**src/clkgen_defines.vh**
```
// constants for the system clock generation unit
// assumes a single 100 MHz core clock and a plain strobe register port
`ifndef CLKGEN_DEFINES_VH
`define CLKGEN_DEFINES_VH
// register offsets (word index on the plain port)
`define CCR_ADDR 4'h0
`define VRC_ADDR 4'h1
`define CFR_ADDR 4'h2
`define PLC_ADDR 4'h3
`define RTC_ADDR 4'h4
`define PCG_ADDR 4'h5
// flag register fields
`define CFR_HALVE 15
`define CFR_STOP_I 14
`define CFR_SLOW_I 13
`define CFR_LOCK_I 11
`define CFR_SLOW 3
`define CFR_LOCK 1
`define CFR_PLLSEL 0
`define CFR_RESET 16'h8008
// control register fields
`define CCR_EN_STOP 10
`define CCR_EN_SLOW 9
`define CCR_EN_LOCK 7
`define CCR_LPW 0
// pll control fields
`define PLC_FREE 7
`define PLC_MX_HI 5
`define PLC_MX_LO 4
`define PLC_DX_HI 2
`define PLC_DX_LO 0
`define PLC_RESET 8'h07
`define DX_OFF 3'h7
// multiplier codes
`define MX_X20 2'h0
`define MX_X12 2'h1
`define MX_X28 2'h2
`define MX_X16 2'h3
// timing
`define SLOW_DIV 5'h10
`define PERIPH_RST_CYC 4'h8
`define SWITCH_SETTLE 3'h3
`define LOCK_CYC 8'h40
`endif

```
**src/clock_gate_reset.v**
```verilog
// one peripheral clock gate with a held reset after each enable
// assumes gate_in comes from a register in the core clock domain
`timescale 1ns/1ps
`include "clkgen_defines.vh"
module clock_gate_reset (
    input wire core_clk_in,
    input wire rst_in,
    input wire gate_in,
    output reg clk_en_out,
    output reg periph_rst_out
);
    reg [3:0] cnt_r;
    reg gate_d_r;
    always @(posedge core_clk_in) begin
        if (rst_in) begin
            gate_d_r <= 1'b0;
            cnt_r <= 4'h0;
            clk_en_out <= 1'b0;
            periph_rst_out <= 1'b1;
        end else begin
            gate_d_r <= gate_in;
            clk_en_out <= gate_in;
            if (gate_in && !gate_d_r) begin
                cnt_r <= `PERIPH_RST_CYC;
                periph_rst_out <= 1'b1;
            end else if (!gate_in) begin
                periph_rst_out <= 1'b1;
            end else if (cnt_r != 4'h0) begin
                cnt_r <= cnt_r - 4'h1;
                periph_rst_out <= (cnt_r != 4'h1);
            end else begin
                periph_rst_out <= 1'b0;
            end
        end
    end
endmodule // clock_gate_reset

```
**src/rt_prescaler.v**
```verilog
// real-time clock prescaler dividing the oscillator tick by 2..1024
// assumes osc_tick_in is a one-cycle pulse per oscillator period
`timescale 1ns/1ps
module rt_prescaler #(
    parameter W = 10
) (
    input wire core_clk_in,
    input wire rst_in,
    input wire osc_tick_in,
    input wire [W-1:0] div_in,
    output reg rt_tick_out
);
    reg [W-1:0] cnt_r;
    // div_in holds factor-1; zero is treated as divide by two
    wire [W-1:0] lim = (div_in == {W{1'b0}}) ? {{(W-1){1'b0}}, 1'b1} : div_in;
    always @(posedge core_clk_in) begin
        if (rst_in) begin
            cnt_r <= {W{1'b0}};
            rt_tick_out <= 1'b0;
        end else begin
            rt_tick_out <= 1'b0;
            if (osc_tick_in) begin
                if (cnt_r >= lim) begin
                    cnt_r <= {W{1'b0}};
                    rt_tick_out <= 1'b1;
                end else begin
                    cnt_r <= cnt_r + {{(W-1){1'b0}}, 1'b1};
                end
            end
        end
    end
endmodule // rt_prescaler

```
**src/clock_generation_unit.v**
```verilog
// system clock generation unit: source selection, pll model, gating
// assumes clocks are modelled as one-cycle tick enables in core_clk_in
`timescale 1ns/1ps
`include "clkgen_defines.vh"
module clock_generation_unit #(
    parameter NPER = 8,
    parameter RTW = 10
) (
    input wire core_clk_in,
    input wire rst_in,
    input wire root_clock_in,
    input wire osc_tick_in,
    input wire regulator_ready_flag_in,
    input wire wfi_in,
    input wire stop_wake_in,
    input wire [3:0] addr_in,
    input wire [15:0] wdata_in,
    input wire wr_in,
    input wire rd_in,
    output reg [15:0] rdata_out,
    output reg sys_clk_out,
    output wire [NPER-1:0] periph_clk_en_out,
    output wire [NPER-1:0] periph_rst_out,
    output wire rt_tick_out,
    output wire [2:0] irq_req_out
);
    localparam S_REF = 2'h0;
    localparam S_PLL = 2'h1;
    localparam S_SLOW = 2'h2;
    localparam S_QUIET = 2'h3;

    reg [15:0] ccr_r;
    reg [15:0] cfr_r;
    reg [15:0] cfr_nxt;
    reg [7:0] plc_r;
    reg [RTW-1:0] rtc_r;
    reg [NPER-1:0] pcg_r;
    reg ref_r;
    reg root_d_r;
    reg [3:0] slow_cnt_r;
    reg slow_clk_r;
    reg [10:0] pll_acc_r;
    reg pll_clk_r;
    reg [7:0] lock_cnt_r;
    reg lock_r;
    reg [1:0] mx_d_r;
    reg [7:0] ref_idle_r;
    reg [1:0] src_r;
    reg [1:0] want_r;
    reg [2:0] settle_r;

    wire halve = cfr_r[`CFR_HALVE];
    wire slow_sel = cfr_r[`CFR_SLOW];
    wire pll_sel = cfr_r[`CFR_PLLSEL];
    wire [1:0] mx = plc_r[`PLC_MX_HI:`PLC_MX_LO];
    wire [2:0] dx = plc_r[`PLC_DX_HI:`PLC_DX_LO];
    wire pll_off = (dx == `DX_OFF);
    wire free_run = pll_off && plc_r[`PLC_FREE];
    wire root_rise = root_clock_in && !root_d_r;
    // halving passes only every second root rising edge as a reference tick
    wire ref_tick = halve ? (root_rise && ref_r) : root_rise;
    wire ref_lost = (ref_idle_r == 8'hFF);
    reg [4:0] mult;
    always @* begin
        case (mx)
            `MX_X20: mult = 5'h14;
            `MX_X12: mult = 5'h0C;
            `MX_X28: mult = 5'h1C;
            default: mult = 5'h10;
        endcase
    end
    // model runs at reference*M/(32*D): halving doubles the reference
    // period, so the step halves; ticks stay below half the core rate
    wire [4:0] pll_period = {2'h0, dx} + 5'h1;
    wire [10:0] pll_step = halve ? {6'h00, mult}
        : {5'h00, mult, 1'b0};
    wire [10:0] pll_thr = {pll_period[3:0], 7'h00};
    wire [10:0] pll_sum = pll_acc_r + pll_step;

    always @(posedge core_clk_in) begin
        if (rst_in) begin
            ref_r <= 1'b0;
            root_d_r <= 1'b0;
            ref_idle_r <= 8'h0;
        end else begin
            root_d_r <= root_clock_in;
            if (root_rise) begin
                ref_r <= ~ref_r;
            end
            if (ref_tick) begin
                ref_idle_r <= 8'h0;
            end else if (!ref_lost) begin
                ref_idle_r <= ref_idle_r + 8'h1;
            end
        end
    end

    // slow clock: one tick every 16 reference ticks
    always @(posedge core_clk_in) begin
        if (rst_in) begin
            slow_cnt_r <= 4'h0;
            slow_clk_r <= 1'b0;
        end else begin
            slow_clk_r <= 1'b0;
            if (ref_tick) begin
                slow_cnt_r <= slow_cnt_r + 4'h1;
                slow_clk_r <=
                    ({1'b0, slow_cnt_r} == `SLOW_DIV - 5'h01);
            end
        end
    end

    // pll output ticks; free-running once reference is gone
    always @(posedge core_clk_in) begin
        if (rst_in) begin
            pll_acc_r <= 11'h000;
            pll_clk_r <= 1'b0;
            lock_cnt_r <= 8'h0;
            lock_r <= 1'b0;
            mx_d_r <= `MX_X20;
        end else begin
            mx_d_r <= mx;
            pll_clk_r <= 1'b0;
            if (!pll_off || free_run) begin
                if (pll_sum >= pll_thr) begin
                    // shrunk threshold restarts the phase: no tick burst
                    if ({1'b0, pll_sum} >= {pll_thr, 1'b0}) begin
                        pll_acc_r <= 11'h000;
                    end else begin
                        pll_acc_r <= pll_sum - pll_thr;
                    end
                    pll_clk_r <= 1'b1;
                end else begin
                    pll_acc_r <= pll_sum;
                end
            end
            if (pll_off || ref_lost || mx != mx_d_r) begin
                lock_cnt_r <= 8'h0;
                lock_r <= 1'b0;
            end else if (lock_cnt_r == `LOCK_CYC) begin
                lock_r <= 1'b1;
            end else if (ref_tick) begin
                lock_cnt_r <= lock_cnt_r + 8'h1;
            end
        end
    end

    // wanted source
    always @* begin
        if (!slow_sel) begin
            want_r = S_SLOW;
        end else if (pll_sel && free_run) begin
            want_r = S_PLL;
        end else if (pll_sel && lock_r && regulator_ready_flag_in) begin
            want_r = S_PLL;
        end else if (pll_sel && !pll_off && ref_lost) begin
            want_r = S_PLL;
        end else begin
            want_r = S_REF;
        end
    end

    // switcher: hold output low for a settle gap between sources
    wire cur_tick = (src_r == S_PLL) ? pll_clk_r :
        (src_r == S_SLOW) ? slow_clk_r :
        (src_r == S_REF) ? ref_tick : 1'b0;
    always @(posedge core_clk_in) begin
        if (rst_in) begin
            src_r <= S_REF;
            settle_r <= 3'h0;
            sys_clk_out <= 1'b0;
        end else begin
            sys_clk_out <= cur_tick;
            if (src_r == S_QUIET) begin
                if (settle_r == 3'h0) begin
                    src_r <= want_r;
                end else begin
                    settle_r <= settle_r - 3'h1;
                end
            end else if (want_r != src_r && !cur_tick) begin
                // only leave a source between ticks, no runt pulse
                src_r <= S_QUIET;
                settle_r <= `SWITCH_SETTLE;
            end
        end
    end

    // flags and registers
    wire wr_cfr = wr_in && (addr_in == `CFR_ADDR);
    wire low_power_wait_mode = wfi_in && ccr_r[`CCR_LPW];
    always @* begin
        cfr_nxt = cfr_r;
        if (wr_cfr) begin
            cfr_nxt[`CFR_HALVE] = wdata_in[`CFR_HALVE];
            cfr_nxt[`CFR_SLOW] = wdata_in[`CFR_SLOW];
            cfr_nxt[`CFR_PLLSEL] = wdata_in[`CFR_PLLSEL];
            if (wdata_in[`CFR_STOP_I]) cfr_nxt[`CFR_STOP_I] = 1'b0;
            if (wdata_in[`CFR_SLOW_I]) cfr_nxt[`CFR_SLOW_I] = 1'b0;
            if (wdata_in[`CFR_LOCK_I]) cfr_nxt[`CFR_LOCK_I] = 1'b0;
        end
        if (low_power_wait_mode) begin
            cfr_nxt[`CFR_SLOW] = 1'b0;
        end
        cfr_nxt[`CFR_LOCK] = lock_r;
        // set beats clear in the same cycle
        if (cfr_nxt[`CFR_SLOW] != cfr_r[`CFR_SLOW]) begin
            cfr_nxt[`CFR_SLOW_I] = 1'b1;
        end
        if (lock_r != cfr_r[`CFR_LOCK]) begin
            cfr_nxt[`CFR_LOCK_I] = 1'b1;
        end
        if (stop_wake_in) begin
            cfr_nxt[`CFR_STOP_I] = 1'b1;
        end
    end

    always @(posedge core_clk_in) begin
        if (rst_in) begin
            cfr_r <= `CFR_RESET;
            ccr_r <= 16'h0000;
            plc_r <= `PLC_RESET;
            rtc_r <= {RTW{1'b0}};
            pcg_r <= {NPER{1'b0}};
            rdata_out <= 16'h0000;
        end else begin
            cfr_r <= cfr_nxt;
            if (wr_in) begin
                if (addr_in == `CCR_ADDR) begin
                    ccr_r <= wdata_in & 16'h0E81;
                end else if (addr_in == `PLC_ADDR) begin
                    plc_r <= wdata_in[7:0] & 8'hB7;
                end else if (addr_in == `RTC_ADDR) begin
                    rtc_r <= wdata_in[RTW-1:0];
                end else if (addr_in == `PCG_ADDR) begin
                    pcg_r <= wdata_in[NPER-1:0];
                end
            end
            rdata_out <= 16'h0000;
            if (rd_in) begin
                if (addr_in == `CCR_ADDR) begin
                    rdata_out <= ccr_r;
                end else if (addr_in == `VRC_ADDR) begin
                    rdata_out <= {13'h0, regulator_ready_flag_in, 2'h0};
                end else if (addr_in == `CFR_ADDR) begin
                    rdata_out <= cfr_r;
                end else if (addr_in == `PLC_ADDR) begin
                    rdata_out <= {8'h00, plc_r};
                end else if (addr_in == `RTC_ADDR) begin
                    rdata_out <= {{(16-RTW){1'b0}}, rtc_r};
                end else if (addr_in == `PCG_ADDR) begin
                    rdata_out <= {{(16-NPER){1'b0}}, pcg_r};
                end
            end
        end
    end

    assign irq_req_out[0] = cfr_r[`CFR_SLOW_I] & ccr_r[`CCR_EN_SLOW];
    assign irq_req_out[1] = cfr_r[`CFR_LOCK_I] & ccr_r[`CCR_EN_LOCK];
    assign irq_req_out[2] = cfr_r[`CFR_STOP_I] & ccr_r[`CCR_EN_STOP];

    genvar g;
    generate
        for (g = 0; g < NPER; g = g + 1) begin : gates
            clock_gate_reset u_gate (
                .core_clk_in(core_clk_in),
                .rst_in(rst_in),
                .gate_in(pcg_r[g]),
                .clk_en_out(periph_clk_en_out[g]),
                .periph_rst_out(periph_rst_out[g])
            );
        end
    endgenerate

    rt_prescaler #(.W(RTW)) u_rt (
        .core_clk_in(core_clk_in),
        .rst_in(rst_in),
        .osc_tick_in(osc_tick_in),
        .div_in(rtc_r),
        .rt_tick_out(rt_tick_out)
    );
endmodule // clock_generation_unit

```
**config.mk**
```make
export PLATFORM = sky130hd
export DESIGN_NAME = clock_generation_unit
export DESIGN_NICKNAME = d
export VERILOG_FILES = /design/src/clock_gate_reset.v /design/src/rt_prescaler.v /design/src/clock_generation_unit.v
export VERILOG_INCLUDE_DIRS = /design/src
export SDC_FILE = /design/constraint.sdc
export NUM_CORES = 1
export LEC_CHECK = 0
export BUFFER_PORTS_ARGS = -buffer_cell sky130_fd_sc_hd__buf_2
export CAP_MARGIN = 20
export CORE_MARGIN = 2
export CORE_UTILIZATION = 49
export CTS_CLUSTER_DIAMETER = 40
export CTS_CLUSTER_SIZE = 14
export DETAILED_ROUTE_END_ITERATION = 12
export PLACE_DENSITY = 0.7
export SYNTH_ARGS = -nofsm -noshare
export SYNTH_HDL_FRONTEND = slang
export SYNTH_SLANG_ARGS = --single-unit
```
**constraint.sdc**
```tcl
create_clock -name core_clk_in -period 4.6 [get_ports core_clk_in]
set_input_delay 0.23 -clock core_clk_in [delete_from_list [all_inputs] [get_ports core_clk_in]]
set_output_delay 0.23 -clock core_clk_in [all_outputs]
set_load 0.03 [all_outputs]
```
# After elaboration in Yosys (flattened, before gate mapping)
# Cells that the tools add are included.
dict set report word_totals {
  output_inout_bits 37
  ff_bits 155
}
dict set report op_classes {
  n_reduce_logical 122
  bitwise 20
  muxes 70
  order_cmp 3
  eq_ne 28
  addsub 16
}
# cell count
set op_table {}
lappend op_table {{$mux 4} 24}
lappend op_table {{$reduce_and 2->1} 23}
lappend op_table {{$reduce_bool 2->1} 23}
lappend op_table {{$mux 10} 4}
lappend op_table {{$ne 4x1->1 const B} 8}
lappend op_table {{$reduce_bool 4->1} 8}
lappend op_table {{$sub 4x1->4 const B} 8}
lappend op_table {{$reduce_or 2->1} 14}
lappend op_table {{$reduce_or 3->1} 9}
lappend op_table {{$mux 1} 26}
lappend op_table {{$mux 12} 2}
lappend op_table {{$mux 11} 2}
lappend op_table {{$logic_and 1x1->1} 19}
lappend op_table {{$not 1->1} 17}
lappend op_table {{$add 8x1->8 const B} 2}
lappend op_table {{$mux 16} 1}
lappend op_table {{$pmux 5 s3} 1}
lappend op_table {{$ge 11x12->1} 1}
lappend op_table {{$add 11x6->11} 1}
lappend op_table {{$ge 11x11->1} 1}
lappend op_table {{$logic_not 1->1} 11}
lappend op_table {{$sub 11x11->11} 1}
lappend op_table {{$add 10x1->10 const B} 1}
lappend op_table {{$ge 10x10->1} 1}
lappend op_table {{33 further kinds} 51}

# Depth between registers and ports, before layout
dict set report depth {
  ltp_word 12
  ltp_mapped 17
  mapped_depth_nobuf 16
}

# Hierarchy
# A second synthesis with hierarchy kept.
dict set report hier_totals {
  hier_cells 878
  hier_area_um2 7632.3
}
# module n_inst seq_area_each_um2 area_each_um2 cells_per_inst
set by_module_without_submodules {}
lappend by_module_without_submodules {clock_generation_unit 1 1861.8 4473.0 529}
lappend by_module_without_submodules {clock_gate_reset 8 120.1 302.8 33}
lappend by_module_without_submodules {rt_prescaler 1 220.2 737.0 85}

# Worst setup path after synthesis
# No wires, ideal clock.
dict set report synth_path {
  kind {reg-to-reg}
  startpoint {register plc_r[5]}
  endpoint {register pll_acc_r[9]}
  arrival_ns 3.404
  path_stages_with_launch 17
  n_path_buf 1
  path_slack_ns 1.080
  period_less_slack_ns 3.520
  cell_sequence {dfxtp_1 inv_1 ha_1 mux2i_1 inv_1 fa_1 and2b_1 o22ai_2 nor3_1 xor2_1 ha_1 a211oi_1 o221ai_2 o211ai_2 buf_6 nor2_1 a31o_1}
}
dict set report synth_between {
  elab_chain_len 7
  word_cells_on_any_way 11
  classes_between {2 x add/sub; 2 x order compare; 2 x eq/ne; 4 x mux; 1 x reduce/logical}
}
# element line
set synth_rtl {}
lappend synth_rtl {{start, declared} clock_generation_unit.v:35} ;# reg [7:0] plc_r;
lappend synth_rtl {{start signal, assigned} clock_generation_unit.v:221} ;# plc_r <= `PLC_RESET;
lappend synth_rtl {{start signal, assigned} clock_generation_unit.v:231} ;# plc_r <= wdata_in[7:0] & 8'hB7;
lappend synth_rtl {{$eq 2x2->1 (tied with other cells)} clock_generation_unit.v:65} ;# case (mx)
lappend synth_rtl {{$pmux 5 s3 (*)} clock_generation_unit.v:65}
lappend synth_rtl {{$mux 6 (*)} clock_generation_unit.v:75} ;# wire [10:0] pll_step = halve ? {6'h00, mult}
lappend synth_rtl {{$add 11x6->11 (*)} clock_generation_unit.v:78} ;# wire [10:0] pll_sum = pll_acc_r + pll_step;
lappend synth_rtl {{$sub 11x11->11 or $ge 11x12->1 (tied branches)} {clock_generation_unit.v:130, clock_generation_unit.v:127}}
lappend synth_rtl {{$mux 11} clock_generation_unit.v:127} ;# if ({1'b0, pll_sum} >= {pll_thr, 1'b0}) begin
lappend synth_rtl {{$mux 11 (*)} clock_generation_unit.v:125} ;# if (pll_sum >= pll_thr) begin
lappend synth_rtl {{end signal, assigned} clock_generation_unit.v:130} ;# pll_acc_r <= pll_sum - pll_thr;
lappend synth_rtl {{end signal, assigned} clock_generation_unit.v:134} ;# pll_acc_r <= pll_sum;
lappend synth_rtl {{end, declared} clock_generation_unit.v:42} ;# reg [10:0] pll_acc_r;
# Mark *: on every way between the ends. The rest lies on a longest branch, timed or not.
# A chain may end at the register's enable or synchronous reset.

# Worst setup path after layout
# Same ends and word-level chain as after synthesis.

==> impl_metrics.env <==
export IMPL_netlist_instances=870
export IMPL_synth_common_cells="152 x dfxtp_1, 114 x nor2_1, 84 x nand2_1"
export IMPL_synth_edf_count=0
export IMPL_rsz0062_at_grt="false"
export IMPL_numCtsBuffers=17
export IMPL_critPathMaxFanout=11
export IMPL_portBuffers=63
export IMPL_internal_power_mw=2.330
export IMPL_met3_length_um=612
export IMPL_synth_top_flop_cell="dfxtp_1"
export IMPL_maxSlewViolCount=0
export IMPL_clock_latency_ps=420
export IMPL_vias_per_cell=5.323
export IMPL_clock_root_buffer="clkbuf_16"
export IMPL_vias=5941
export IMPL_wl_per_cell_um=14.34
export IMPL_dp_worst_setup_slack_ps=587.4
export IMPL_power_density_nw_per_um2=364.4
export IMPL_die_w_um=127.4
export IMPL_hold_path_class="input port to register"
export IMPL_grt_pass1_wl_um=26640
export IMPL_fin_skew_ps=9.972
export IMPL_die_h_um=127.4
export IMPL_cts_resized=0
export IMPL_num_rows=45
export IMPL_reg2regPathDepth=15
export IMPL_crit_chain="inv_1 -> ha_1 -> mux2i_1 -> inv_1 -> fa_1 -> and2b_1 -> o22ai_2 -> nor3_1 -> xor2_1 -> ha_1 -> a211oi_1 -> o221ai_2 -> o211ai_2 -> nor2_1 -> a31o_1"
export IMPL_grt_start_max_net_pins=81
export IMPL_start_kind="register"
export IMPL_synthToLayoutAreaGrowth_pct=12.53
export IMPL_worstPathRequired_ps=4920
export IMPL_synth_most_common_cell="dfxtp_1"
export IMPL_clk_path_buf_depth=2
export IMPL_grtUsageTotal_pct=20.45
export IMPL_cts_tree="done"
export IMPL_critPathSlowestCell="dfxtp_1"
export IMPL_ir_drop_v=0.0002964
export IMPL_fin_nets=989
export IMPL_synth_top_area_cell="dfxtp_1"
export IMPL_drt_first_pass_iters=5
export IMPL_setup_slack_ps=499.4
export IMPL_seqPwrFrac_pct=45.4
export IMPL_worstPathArrival_ps=4420
export IMPL_worstReg2RegStart="plc_r[5]"
export IMPL_synth_fp_nets=946
export IMPL_setup_tns_ps=0
export IMPL_die_area_um2=16220
export IMPL_synth_avg_cell_area_um2=8.571
export IMPL_rrSetupSlack_ps=500
export IMPL_p_leak_nw=3.347
export IMPL_maxCapViolCount=0
export IMPL_setup_viol=0
export IMPL_initialDrtViolationCount=393
export IMPL_pwr_share_comb_pct=8.7
export IMPL_synth_warnings=0
export IMPL_slowest_delay_ps=430
export IMPL_ys_seq_area_share_pct=40.81
export IMPL_drc=0
export IMPL_htreeDepth=4
export IMPL_hold_viol=0
export IMPL_swShare_pct=23.80
export IMPL_top_layer="met4"
export IMPL_status="complete, no violations"
export IMPL_antenna_found_initial=3
export IMPL_wl_um=16010
export IMPL_grt_overflow=0
export IMPL_setup_worst_path_start="plc_r[5]"
export IMPL_cts_reportedPaths_clkPinSlew_ps=60
export IMPL_cp_endpoint="pll_acc_r[9]"
export IMPL_clkPwrFrac_pct=45.9
export IMPL_synth_area_leaders="dfxtp_1 41%, ha_1 7.7%, nor2_1 5.7%, nand2_1 4.2%, mux2i_1 3.9%"
export IMPL_start_util_pct=49.60
export IMPL_drive_gt1_share_pct=11.57
export IMPL_wl_met2_um=7327
export IMPL_timing_rr_end="pll_acc_r[9]"
export IMPL_cts_sinks=152
export IMPL_cts_hold_buf=0
export IMPL_slew_headroom_pct=41.51
export IMPL_synth_seq_cells=152
export IMPL_design_core_area_um2=15030
export IMPL_yosysTopAreaCellShare_pct=40.81
export IMPL_critPathCaptureType="register"
export IMPL_max_freq_mhz=243.9
export IMPL_io_pins=66
export IMPL_worstSetupPathType="register to register"
export IMPL_finalCritPeriodShare_pct=89.14
export IMPL_ant_nets=0
export IMPL_p_sw_mw=0.7279
export IMPL_cts_setup_buffers=0
export IMPL_fin_crit_ps=4101
export IMPL_grt_pass1_vias=5424
export IMPL_worstMarginPinSlew_ps=877.4
export IMPL_yosys_cell_types_count=61
export IMPL_synthArstFlopShare_pct=0
export IMPL_met1_length_um=7775
export IMPL_dp_hpwl_um=11470
export IMPL_netlist_area_um2=7457
export IMPL_place_congestion=0.8322
metal layers:
metal | GRT usage (%) | vias to the layer above
met3 | 4.690 | 19
met5 | 0 | -
met4 | 6.981 | 0
li1 | - | 3060
met2 | 32.65 | 110
met1 | 27.37 | 2752
cell families after synthesis:
family	synth area share, %
multiplexers	3.893
other	0.05029
buffers and inverters	6.242
AND/OR/NAND/NOR	21.49
AO/OA/AOI/OAI	13.32
XOR/XNOR	6.074
adder cells (fa/ha/maj)	8.121
flip-flops	40.81
state kept, by name, indices dropped and copies added, names as in the netlist, 2 cells and up:
register                     count
plc_r                            6
src_r                            2
lock_cnt_r                       8
pll_acc_r                        9
ccr_r                            5
pcg_r                            8
u_rt.cnt_r                      10
gates.u_gate.clk_en_out          6
rtc_r                           10
gates.u_gate.periph_rst_out      8
ref_idle_r                       8
mx_d_r                           2
settle_r                         3
rdata_out                       15
slow_cnt_r                       4
gates.u_gate.gate_d_r            2
gates.u_gate.cnt_r              32
cfr_r                            7
worst max-delay path, delay by kind of cell, from the launching register on:
family / cells / cell delay (ps)
AOI/OAI and AO/OA: 5 / 1160
adders and majority gates: 3 / 1050
and+or+nand+nor: 3 / 630
DFF: 1 / 430
xor gates and xnor gates: 1 / 320
muxes: 1 / 230
buffers and inverters: 2 / 190
power by group through the flow:
stage	Clock, mW	Sequential, mW	Combinational, mW
after detailed placement	0	1.42	0.266
after floorplan	0	1.41	0.198
after global placement	0	1.41	0.261
final	1.40	1.39	0.267
after global routing	1.48	1.39	0.299
after CTS	1.43	1.39	0.268
worst min path at each step:
stage	from	cells past startpoint	to	slack [ps]
after global routing	stop_wake_in	3	cfr_r[14]	30
final	stop_wake_in	3	cfr_r[14]	20
after detailed placement	slow_cnt_r[3]	2	slow_clk_r	450
after global placement	stop_wake_in	3	cfr_r[14]	440
after CTS	stop_wake_in	3	cfr_r[14]	10
after floorplan	stop_wake_in	2	cfr_r[14]	350
placed cells by master, fill, tap and decap left out, types with 11 or more instances in the layout:
master	count
a21oi_1	48
nor2_1	114
nor4_1	14
o21ai_0	19
clkbuf_16	17
nor3_1	33
nand4_1	17
inv_1	63
nand2_1	84
nand3_1	15
xor2_1	21
ha_1	46
dfxtp_1	152
nand2b_1	11
xnor2_1	27
mux2i_1	29
nor2b_1	24
buf_2	62
per-stage QoR:
stage                     hold slack (ps)  cells  total power, mW  util, %  cell area (µm²)
after floorplan                     347.4    870            1.607        -             7457
after global placement              442.8   1082            1.675    51.86             7796
after detailed placement            447.2   1082            1.681    51.86             7796
after CTS                           10.30   1113            3.081    55.77             8384
after global routing                34.91   1116            3.170    55.82             8392
final                               18.67   1116            3.058    55.82             8392
layout make-up:
| type | instances | area, µm² |
|---|---|---|
| sequential | 152 | 3043 |
| inverter | 63 | 236.5 |
| clock buffer | 22 | 464.2 |
| clock inverter | 9 | 123.9 |
| multi-input combinational | 614 | 3949 |
| tap | 188 | 235.2 |
| timing repair buffer | 65 | 332.8 |
| antenna | 3 | 7.507 |
| fill | 1363 | 6641 |
Note: power is estimated with default switching activity, not from simulation.
